[src/design/boam_pkg.sv]
// Constants and types for the operand and effective-address unit.
// Assumes a byte-wide instruction queue and a byte-wide memory read port.
// Contract
// - Immediate operands arrive through the queue from program fetches, not data reads.
// - An immediate operand is taken from queued bytes; no memory access is made.
// - The opcode alone sets operand width: one byte or two bytes.
// - Direct mode: one byte is the low address, upper byte forced zero.
// - A 16-bit direct load reads two bytes: first to upper half, next to lower.
// - Extended mode: two instruction bytes form the whole 16-bit address.
// - Short branch is an opcode byte plus one signed displacement byte.
// - Long branch is prefix, opcode, then a signed 16-bit displacement.
// - Condition met: target is next address plus displacement; else fall through.
// - Mask test: set variant needs masked bits one, clear variant needs them zero.
// - Bit branch: operand by its address mode, mask immediate, target relative.
// - Short displacement is sign-extended, range -128 to +127.
// - Long displacement is a signed 16-bit value, -32768 to +32767.
// - Zero displacement always continues with the next instruction.
// - Short always-branch of -2 or long of -4 loops onto itself.
// - Bit branch looping onto its own opcode repeats while its test is satisfied.
// - Multi-byte memory values are big-endian with no alignment need.
// - Address forming adds no cycles beyond the memory reference.
package boam_pkg;

  localparam logic [7:0]  OPC_LD8_IMM     = 8'h86;
  localparam logic [7:0]  OPC_LD8_DIR     = 8'h96;
  localparam logic [7:0]  OPC_LD8_EXT     = 8'hb6;
  localparam logic [7:0]  OPC_LD16_IMM    = 8'hce;
  localparam logic [7:0]  OPC_LD16_DIR    = 8'hde;
  localparam logic [7:0]  OPC_LD16_EXT    = 8'hfe;
  localparam logic [7:0]  OPC_BSET_DIR    = 8'h4e;
  localparam logic [7:0]  OPC_BCLR_DIR    = 8'h4f;
  localparam logic [7:0]  OPC_BSET_EXT    = 8'h1e;
  localparam logic [7:0]  OPC_BCLR_EXT    = 8'h1f;
  localparam logic [7:0]  OPC_LONG_PREFIX = 8'h18;
  localparam logic [3:0]  BR_GROUP        = 4'h2;

  localparam logic [1:0]  N_BYTE          = 2'h1;
  localparam logic [1:0]  N_WORD          = 2'h2;
  localparam logic [7:0]  ZP_HI           = 8'h00;
  localparam logic [15:0] PC_RST          = 16'h0000;
  localparam logic [15:0] ONE16           = 16'h0001;

  localparam int          C_BIT           = 0;
  localparam int          V_BIT           = 1;
  localparam int          Z_BIT           = 2;
  localparam int          N_BIT           = 3;

  localparam logic [2:0]  TST_ALWAYS      = 3'h0;
  localparam logic [2:0]  TST_HI          = 3'h1;
  localparam logic [2:0]  TST_CC          = 3'h2;
  localparam logic [2:0]  TST_NE          = 3'h3;
  localparam logic [2:0]  TST_VC          = 3'h4;
  localparam logic [2:0]  TST_PL          = 3'h5;
  localparam logic [2:0]  TST_GE          = 3'h6;
  localparam logic [2:0]  TST_GT          = 3'h7;

  typedef enum logic [2:0] {
    ST_OPC, ST_OPC2, ST_ADDR, ST_IMM, ST_MASK, ST_DISP, ST_RDHI, ST_RDLO
  } boam_state_t;

  typedef enum logic [1:0] {
    MD_IMMEDIATE_MODE, MD_DIRECT_MODE, MD_FULL_ADDRESS_MODE, MD_RELATIVE_MODE
  } boam_mode_t;

  typedef enum logic [2:0] {
    CL_LOAD8, CL_LOAD_FIRST_INDEX_REG, CL_SHORT_BRANCH, CL_LONG_BRANCH,
    CL_BRANCH_IF_MASK_BITS_SET, CL_BRANCH_IF_MASK_BITS_CLEAR
  } boam_class_t;

endpackage

[src/design/boam_core.sv]
// Operand fetch, effective address and branch target unit.
// Assumes a byte queue that pops on q_take and a memory port that
// answers each read with mem_ack while mem_rd is high.
module boam_core (
  input  wire logic        sys_clk,
  input  wire logic        nrst,
  input  wire logic        pc_set,
  input  wire logic [15:0] pc_set_val,
  input  wire logic        q_valid,
  input  wire logic [7:0]  q_data,
  input  wire logic [3:0]  ccr_flags,
  input  wire logic        mem_ack,
  input  wire logic [7:0]  mem_rdata,
  output wire logic        q_take,
  output wire logic        mem_rd,
  output wire logic [15:0] mem_addr,
  output wire logic [15:0] pc,
  output wire logic [7:0]  acc8,
  output wire logic [15:0] idx16,
  output wire logic        br_taken,
  output wire logic        redirect,
  output wire logic        instr_done,
  output wire logic        bad_opcode
);

  boam_pkg::boam_state_t st_r;
  boam_pkg::boam_mode_t  mode_r;
  boam_pkg::boam_class_t cls_r;
  logic [1:0]            cnt_r;
  logic [15:0]           sh_r;
  logic [15:0]           addr_r;
  logic [7:0]            mask_r;
  logic [15:0]           disp_r;
  logic [7:0]            opc_r;
  logic [7:0]            hi_r;
  logic                  q_take_r;
  logic                  mem_rd_r;
  logic [15:0]           mem_addr_r;
  logic [15:0]           pc_r;
  logic [7:0]            acc8_r;
  logic [15:0]           idx16_r;
  logic                  br_taken_r;
  logic                  redirect_r;
  logic                  done_r;
  logic                  bad_r;
  logic                  byte_st;
  logic                  take;
  logic                  last;
  logic                  is_bit;
  logic                  is_ld16;
  logic [15:0]           word;
  logic [15:0]           ea;
  logic [15:0]           disp_now;
  logic                  dec_ok;
  boam_pkg::boam_class_t dec_cls;
  boam_pkg::boam_mode_t  dec_mode;
  logic [1:0]            dec_cnt;
  boam_pkg::boam_state_t dec_st;
  logic                  fire;
  logic                  hit;
  logic [15:0]           base;
  logic [15:0]           bdisp;
  logic [15:0]           target;
  logic                  rd_start;
  logic                  rd_next;
  logic                  done;
  logic [7:0]            masked;
  function automatic logic cond_met(input logic [3:0] cc,
                                    input logic [3:0] f);
    logic t;
    case (cc[3:1])
      boam_pkg::TST_ALWAYS: t = 1'b1;
      boam_pkg::TST_HI: t = ~(f[boam_pkg::C_BIT] | f[boam_pkg::Z_BIT]);
      boam_pkg::TST_CC: t = ~f[boam_pkg::C_BIT];
      boam_pkg::TST_NE: t = ~f[boam_pkg::Z_BIT];
      boam_pkg::TST_VC: t = ~f[boam_pkg::V_BIT];
      boam_pkg::TST_PL: t = ~f[boam_pkg::N_BIT];
      boam_pkg::TST_GE: t = ~(f[boam_pkg::N_BIT] ^ f[boam_pkg::V_BIT]);
      boam_pkg::TST_GT:
        t = ~(f[boam_pkg::Z_BIT] |
              (f[boam_pkg::N_BIT] ^ f[boam_pkg::V_BIT]));
      default: t = 1'b1;
    endcase
    // Odd codes test the opposite condition
    return t ^ cc[0];
  endfunction
  assign q_take     = q_take_r;
  assign mem_rd     = mem_rd_r;
  assign mem_addr   = mem_addr_r;
  assign pc         = pc_r;
  assign acc8       = acc8_r;
  assign idx16      = idx16_r;
  assign br_taken   = br_taken_r;
  assign redirect   = redirect_r;
  assign instr_done = done_r;
  assign bad_opcode = bad_r;
  // Operand bytes come only from the queue; at most one pop per two cycles
  assign byte_st = (st_r == boam_pkg::ST_OPC) || (st_r == boam_pkg::ST_OPC2)
                || (st_r == boam_pkg::ST_ADDR) || (st_r == boam_pkg::ST_IMM)
                || (st_r == boam_pkg::ST_MASK) || (st_r == boam_pkg::ST_DISP);
  assign take    = byte_st && q_valid && !q_take_r && !pc_set;
  assign last    = (cnt_r == boam_pkg::N_BYTE);
  assign is_bit  = (cls_r == boam_pkg::CL_BRANCH_IF_MASK_BITS_SET) ||
                   (cls_r == boam_pkg::CL_BRANCH_IF_MASK_BITS_CLEAR);
  assign is_ld16 = (cls_r == boam_pkg::CL_LOAD_FIRST_INDEX_REG);
  // First queued byte is the more significant one
  assign word    = {sh_r[7:0], q_data};
  assign ea      = (mode_r == boam_pkg::MD_DIRECT_MODE) ?
                   {boam_pkg::ZP_HI, q_data} :
                   word;
  assign disp_now = (cls_r == boam_pkg::CL_LONG_BRANCH) ?
                    word :
                    {{8{q_data[7]}}, q_data};

  // Width and mode come from the opcode byte alone
  always_comb begin
    dec_ok   = 1'b1;
    dec_cls  = boam_pkg::CL_LOAD8;
    dec_mode = boam_pkg::MD_IMMEDIATE_MODE;
    dec_cnt  = boam_pkg::N_BYTE;
    dec_st   = boam_pkg::ST_IMM;
    case (q_data)
      boam_pkg::OPC_LD8_IMM: dec_cnt = boam_pkg::N_BYTE;
      boam_pkg::OPC_LD16_IMM: begin
        dec_cls = boam_pkg::CL_LOAD_FIRST_INDEX_REG;
        dec_cnt = boam_pkg::N_WORD;
      end
      boam_pkg::OPC_LD8_DIR, boam_pkg::OPC_LD16_DIR: begin
        dec_mode = boam_pkg::MD_DIRECT_MODE;
        dec_st   = boam_pkg::ST_ADDR;
      end
      boam_pkg::OPC_LD8_EXT, boam_pkg::OPC_LD16_EXT: begin
        dec_mode = boam_pkg::MD_FULL_ADDRESS_MODE;
        dec_cnt  = boam_pkg::N_WORD;
        dec_st   = boam_pkg::ST_ADDR;
      end
      boam_pkg::OPC_BSET_DIR, boam_pkg::OPC_BCLR_DIR: begin
        dec_mode = boam_pkg::MD_DIRECT_MODE;
        dec_st   = boam_pkg::ST_ADDR;
      end
      boam_pkg::OPC_BSET_EXT, boam_pkg::OPC_BCLR_EXT: begin
        dec_mode = boam_pkg::MD_FULL_ADDRESS_MODE;
        dec_cnt  = boam_pkg::N_WORD;
        dec_st   = boam_pkg::ST_ADDR;
      end
      default: begin
        if (q_data[7:4] == boam_pkg::BR_GROUP) begin
          dec_cls  = boam_pkg::CL_SHORT_BRANCH;
          dec_mode = boam_pkg::MD_RELATIVE_MODE;
          dec_st   = boam_pkg::ST_DISP;
        end else
          dec_ok = 1'b0;
      end
    endcase
    if (q_data == boam_pkg::OPC_LD16_DIR || q_data == boam_pkg::OPC_LD16_EXT)
      dec_cls = boam_pkg::CL_LOAD_FIRST_INDEX_REG;
    if (q_data == boam_pkg::OPC_BSET_DIR || q_data == boam_pkg::OPC_BSET_EXT)
      dec_cls = boam_pkg::CL_BRANCH_IF_MASK_BITS_SET;
    if (q_data == boam_pkg::OPC_BCLR_DIR || q_data == boam_pkg::OPC_BCLR_EXT)
      dec_cls = boam_pkg::CL_BRANCH_IF_MASK_BITS_CLEAR;
  end

  // Branch resolution, from the last displacement byte or the tested byte
  assign masked = mem_rdata & mask_r;
  always_comb begin
    fire  = 1'b0;
    hit   = 1'b0;
    base  = pc_r;
    bdisp = disp_r;
    if (st_r == boam_pkg::ST_DISP && take && last && !is_bit) begin
      fire  = 1'b1;
      hit   = cond_met(opc_r[3:0], ccr_flags);
      base  = pc_r + boam_pkg::ONE16;
      bdisp = disp_now;
    end else if (st_r == boam_pkg::ST_RDHI && mem_ack && is_bit) begin
      fire = 1'b1;
      if (cls_r == boam_pkg::CL_BRANCH_IF_MASK_BITS_SET)
        hit = (masked == mask_r);
      else
        hit = (masked == 8'h00);
    end
  end
  // Wraps around the address space
  assign target = base + bdisp;
  assign rd_start = take && last &&
                    ((st_r == boam_pkg::ST_ADDR && !is_bit) ||
                     (st_r == boam_pkg::ST_DISP && is_bit));
  assign rd_next  = (st_r == boam_pkg::ST_RDHI) && mem_ack && is_ld16;
  assign done = (st_r == boam_pkg::ST_IMM && take && last) ||
                (st_r == boam_pkg::ST_DISP && take && last && !is_bit) ||
                (st_r == boam_pkg::ST_RDHI && mem_ack && !is_ld16) ||
                (st_r == boam_pkg::ST_RDLO && mem_ack);

  always_ff @(posedge sys_clk) begin
    if (!nrst) begin
      st_r   <= boam_pkg::ST_OPC;
      mode_r <= boam_pkg::MD_IMMEDIATE_MODE;
      cls_r  <= boam_pkg::CL_LOAD8;
      cnt_r  <= 2'h0;
      sh_r   <= 16'h0000;
      addr_r <= 16'h0000;
      mask_r <= 8'h00;
      disp_r <= 16'h0000;
      opc_r  <= 8'h00;
      hi_r   <= 8'h00;
    end else if (pc_set)
      st_r <= boam_pkg::ST_OPC;
    else begin
      if (take)
        sh_r <= word;
      case (st_r)
        boam_pkg::ST_OPC: if (take) begin
          opc_r <= q_data;
          if (q_data == boam_pkg::OPC_LONG_PREFIX)
            st_r <= boam_pkg::ST_OPC2;
          else if (dec_ok) begin
            cls_r  <= dec_cls;
            mode_r <= dec_mode;
            cnt_r  <= dec_cnt;
            st_r   <= dec_st;
          end
        end
        boam_pkg::ST_OPC2: if (take) begin
          opc_r <= q_data;
          if (q_data[7:4] == boam_pkg::BR_GROUP) begin
            cls_r  <= boam_pkg::CL_LONG_BRANCH;
            mode_r <= boam_pkg::MD_RELATIVE_MODE;
            cnt_r  <= boam_pkg::N_WORD;
            st_r   <= boam_pkg::ST_DISP;
          end else
            st_r <= boam_pkg::ST_OPC;
        end
        boam_pkg::ST_ADDR: if (take) begin
          cnt_r <= cnt_r - boam_pkg::N_BYTE;
          if (last) begin
            addr_r <= ea;
            // Bit branch: operand address, then mask, then displacement
            st_r <= is_bit ? boam_pkg::ST_MASK :
                             boam_pkg::ST_RDHI;
          end
        end
        boam_pkg::ST_IMM: if (take) begin
          cnt_r <= cnt_r - boam_pkg::N_BYTE;
          if (last)
            st_r <= boam_pkg::ST_OPC;
        end
        boam_pkg::ST_MASK: if (take) begin
          mask_r <= q_data;
          cnt_r  <= boam_pkg::N_BYTE;
          st_r   <= boam_pkg::ST_DISP;
        end
        boam_pkg::ST_DISP: if (take) begin
          cnt_r <= cnt_r - boam_pkg::N_BYTE;
          if (last) begin
            disp_r <= disp_now;
            st_r   <= is_bit ? boam_pkg::ST_RDHI : boam_pkg::ST_OPC;
          end
        end
        boam_pkg::ST_RDHI: if (mem_ack) begin
          hi_r <= mem_rdata;
          st_r <= is_ld16 ? boam_pkg::ST_RDLO : boam_pkg::ST_OPC;
        end
        boam_pkg::ST_RDLO: if (mem_ack)
          st_r <= boam_pkg::ST_OPC;
        default: st_r <= boam_pkg::ST_OPC;
      endcase
    end
  end

  // Queue pop strobe; immediates never touch the memory port
  always_ff @(posedge sys_clk) begin
    if (!nrst)
      q_take_r <= 1'b0;
    else
      q_take_r <= take;
  end

  // Memory read: address leaves with the last address byte (the last displacement byte for bit branches), no dead cycle
  always_ff @(posedge sys_clk) begin
    if (!nrst) begin
      mem_rd_r   <= 1'b0;
      mem_addr_r <= 16'h0000;
    end else if (pc_set)
      mem_rd_r <= 1'b0;
    else if (rd_start) begin
      mem_rd_r   <= 1'b1;
      mem_addr_r <= (st_r == boam_pkg::ST_ADDR) ? ea : addr_r;
    end else if (rd_next)
      mem_addr_r <= mem_addr_r + boam_pkg::ONE16;
    else if (mem_ack)
      mem_rd_r <= 1'b0;
  end

  // Load results
  always_ff @(posedge sys_clk) begin
    if (!nrst) begin
      acc8_r  <= 8'h00;
      idx16_r <= 16'h0000;
    end else if (st_r == boam_pkg::ST_IMM && take && last) begin
      if (is_ld16)
        idx16_r <= word;
      else
        acc8_r <= q_data;
    end else if (st_r == boam_pkg::ST_RDHI && mem_ack &&
                 cls_r == boam_pkg::CL_LOAD8)
      acc8_r <= mem_rdata;
    else if (st_r == boam_pkg::ST_RDLO && mem_ack)
      idx16_r <= {hi_r, mem_rdata};
  end

  // Program counter follows every popped byte or a taken branch
  always_ff @(posedge sys_clk) begin
    if (!nrst)
      pc_r <= boam_pkg::PC_RST;
    else if (pc_set)
      pc_r <= pc_set_val;
    else if (fire && hit)
      pc_r <= target;
    else if (take)
      pc_r <= pc_r + boam_pkg::ONE16;
  end

  // Status pulses; a zero displacement needs no queue flush
  always_ff @(posedge sys_clk) begin
    if (!nrst) begin
      br_taken_r <= 1'b0;
      redirect_r <= 1'b0;
      done_r     <= 1'b0;
      bad_r      <= 1'b0;
    end else begin
      br_taken_r <= fire && hit && !pc_set;
      redirect_r <= fire && hit && !pc_set &&
                    (target != base);
      done_r     <= done && !pc_set;
      bad_r      <= take &&
                    ((st_r == boam_pkg::ST_OPC && !dec_ok &&
                      q_data != boam_pkg::OPC_LONG_PREFIX) ||
                     (st_r == boam_pkg::ST_OPC2 &&
                      q_data[7:4] != boam_pkg::BR_GROUP));
    end
  end

endmodule

[config.mk]
export PLATFORM = sky130hd
export DESIGN_NAME = boam_core
export DESIGN_NICKNAME = d
export VERILOG_FILES = /design/src/design/boam_pkg.sv /design/src/design/boam_core.sv
export SDC_FILE = /design/constraint.sdc
export NUM_CORES = 1
export LEC_CHECK = 0
export BUFFER_PORTS_ARGS = -buffer_cell sky130_fd_sc_hd__buf_4
export CORE_UTILIZATION = 30
export DETAILED_ROUTE_END_ITERATION = 7
export PLACE_DENSITY = 0.53
export SKIP_LAST_GASP = 1
export SLEW_MARGIN = 0
export SYNTH_ARGS = -nofsm -noshare
export SYNTH_HDL_FRONTEND = slang
export SYNTH_SLANG_ARGS = --single-unit
[constraint.sdc]
create_clock -name sys_clk -period 11.34 [get_ports sys_clk]
set_input_delay 2.268 -clock sys_clk [delete_from_list [all_inputs] [get_ports sys_clk]]
set_output_delay 2.268 -clock sys_clk [all_outputs]
set_load 0.1 [all_outputs]
==> qor.yml <==
sta:
  fmax_mhz: 183
  setup_tns_ns: 0
  setup_slack_ns: 5.87
  tightest_slew_ns: 1.18
  worst_clock_skew_ns: 0.0191
  min_period_ns: 5.47
  setup_violations: 0
  final-hold-violation-count: 0
  drv_slew: 0
  grt_setup_unrepaired: "no"
  finalCritPeriodShare_pct: 48.2
  slew-limit-headroom_pct: 20.9
flow_run:
  maxCapViolations: 0
floorplanning:
  die_w_um: 167
  initial_utilization_pct: 30.5
  die-area_mm2: 0.0280
  rows: 60
  num_io_pins: 103
  core_area_mm2: 0.0269
  die_y_um: 167
clocking:
  htree_num_levels: 4
  cts_root_buffer: "clkbuf_16"
  insertion_delay_ns: 0.44
  tritoncts: "built"
  ctsResizeCount: 0
  clk_pin_slew_ns: 0.06
  clk_path_buf_depth: 2
  numCtsBuffers: 17
  cts_sinks: 132
  postCtsSetupBuffers: 0
  cts_hold_buf: 0
status:
  run_status: "complete, no violations"
yosys:
  netlist.area_leader.share_pct: 32.2
  ys_seq_area_share_pct: 32.2
  synthTopCellsByArea: "dfxtp_1 (32%), nand2_1 (7.6%), mux2i_1 (6.3%)"
  avgSynthCellArea_um2: 8.00
  ys.flop_type: "dfxtp_1"
  synthCells: 1025
  syn_nets: 1085
  ys_ff_latch: 132
  yosys.area.top_type: "dfxtp_1"
  async_flop_share_pct: 0
  ys_types: 84
  yosysWarningCount: 0
  syn-cell-area_mm2: 0.00820
  synth_edf_count: 0
setup_path:
  worstReg2RegStart: "st_r[1]"
  endpoint_kind: "flip-flop"
  r2r_end: "redirect"
  crit_type: "in -> reg"
  worst_ep_arrival_time_ns: 5.78
  cp.required_ns: 11.66
  ff2ff_path_depth: 14
  r2r_setup_slack_ns: 7.23
  cp_max_fo: 32
  startpoint_type: "primary input"
placement:
  place_ws_ns: 5.46
  dp.cells: 1389
  place_hpwl_mm: 16.9
  gp_congestion: 0.862
  port_buffers: 102
global_routing:
  grt_pass1_vias: 7192
  grt_remaining_overflow: 0
  grt_pass1_wl_mm: 40.1
  antenna_found_initial: 0
  grt_use_total_pct: 18.1
  grt_max_degree: 84
layout:
  layout_commonest_cell: "nand2_1"
  nets: 1127
  antenna_cells: 0
  drive_above_1_share_pct: 16.0
  synthToLayoutAreaGrowth_pct: 18.1
  final_cell_mix: "nand2_1 (167), dfxtp_1 (132), buf_4 (107), nor2_1 (83), a21oi_1 (69)"
  final_cells: 1421
  nFillCells: 2845
  fin_util_pct: 36.0
worst_hold_path:
  hold_path_depth: 2
  hold_start: "addr_r[9]"
  hp-class: "reg -> reg"
  worst_hold_path.endpoint: "addr_r[9]"
power_and_ir_drop:
  ir_drop_mv: 0.0797
  leakage_uw: 0.00363
  power_uw: 1250
  powerDensity_mw_per_mm2: 129
drt:
  drt-initial-drc-count: 564
  drt-pass1-iter-count: 5
  finalWirelength_mm: 25.1
  wl_per_cell_um: 17.7
  vias: 7520
  antenna_left: 0
  drc_errors: 0
  viasPerCell: 5.29
[how the worst max path moves through the flow]
stage                      start  slack, ns       end  cells after the start
final                     pc_set       5.87  redirect                     15
after global routing      pc_set       5.59  redirect                     15
after CTS                 pc_set       5.89  redirect                     15
after detailed placement  pc_set       5.46  redirect                     15
after global placement    pc_set       5.52  redirect                     15
after floorplan           pc_set       5.85  redirect                     16
[critical path, cell delays in order]
cell       delay [ns]
buf_4            0.31
and4bb_1         0.26
nand3_1          0.09
buf_4            0.29
xnor2_1          0.11
ha_1             0.25
fa_1             0.42
a21oi_1          0.22
o2bb2ai_1        0.16
a2111oi_2        0.49
a31oi_1          0.18
xor2_1           0.19
xor2_1           0.15
nand4b_1         0.18
o21a_1           0.20
[stage by stage]
step | hold WS, ns | cell area, µm²
finish | 0.456 | 9680
global route | 0.475 | 9680
CTS | 0.457 | 9680
detailed placement | 0.447 | 9050
global placement | 0.443 | 9050
floorplan | 0.436 | 8200
[sequential cells by signal, indices dropped and copies added, names as in the netlist, 3 cells and up]
name and flops:
addr_r 16, disp_r 16, idx16 16, mem_addr 16
pc 16, acc8 8, hi_r 8, mask_r 8
sh_r 8, opc_r 4, cls_r 3, st_r 3
[report_power, final]
group          switching (µW)  internal [µW]
logic                     104           52.6
registers                15.3            471
clock network             266            339
[cells in the mapped netlist (15+ instances only)]
master / number
xnor2_1: 34
nor2_1: 83
nand3_1: 35
xor2_1: 26
a211oi_1: 38
a21oi_1: 69
o21ai_0: 27
clkbuf_1: 57
nor3_1: 25
dfxtp_1: 132
nand2_1: 167
ha_1: 18
mux2i_1: 52
nand4_1: 16
a311oi_1: 15
o211ai_1: 17
inv_1: 20
[layout make-up]
type	count	area (µm²)	share of cell area, %
inverter	21	78.8	0.814
clock inverter	15	204	2.11
clock buffer	17	425	4.40
tap	341	427	4.41
multi-input combinational	788	5100	52.7
timing repair buffer	107	803	8.30
sequential	132	2640	27.3
[metal layers]
layer / track usage [%] / up-vias / part of all wire, %
met2: 29.9 / 196 / 47
li1: - / 3772 / -
met4: 5.82 / 0 / 1.6
met5: 0 / - / 0
met3: 2.84 / 29 / 4.4
met1: 24.0 / 3523 / 47
[logic make-up after synthesis]
| family | Yosys count | synth area share, % |
|---|---|---|
| XOR/XNOR | 63 | 7.19 |
| multiplexers | 56 | 7.03 |
| adder cells (fa/ha/maj) | 19 | 2.99 |
| AO/OA/AOI/OAI | 252 | 21.5 |
| AND/OR/NAND/NOR | 398 | 23.4 |
| flip-flops | 132 | 32.2 |
| buffers and inverters | 105 | 5.59 |
Note: power is estimated with default switching activity, not from simulation.
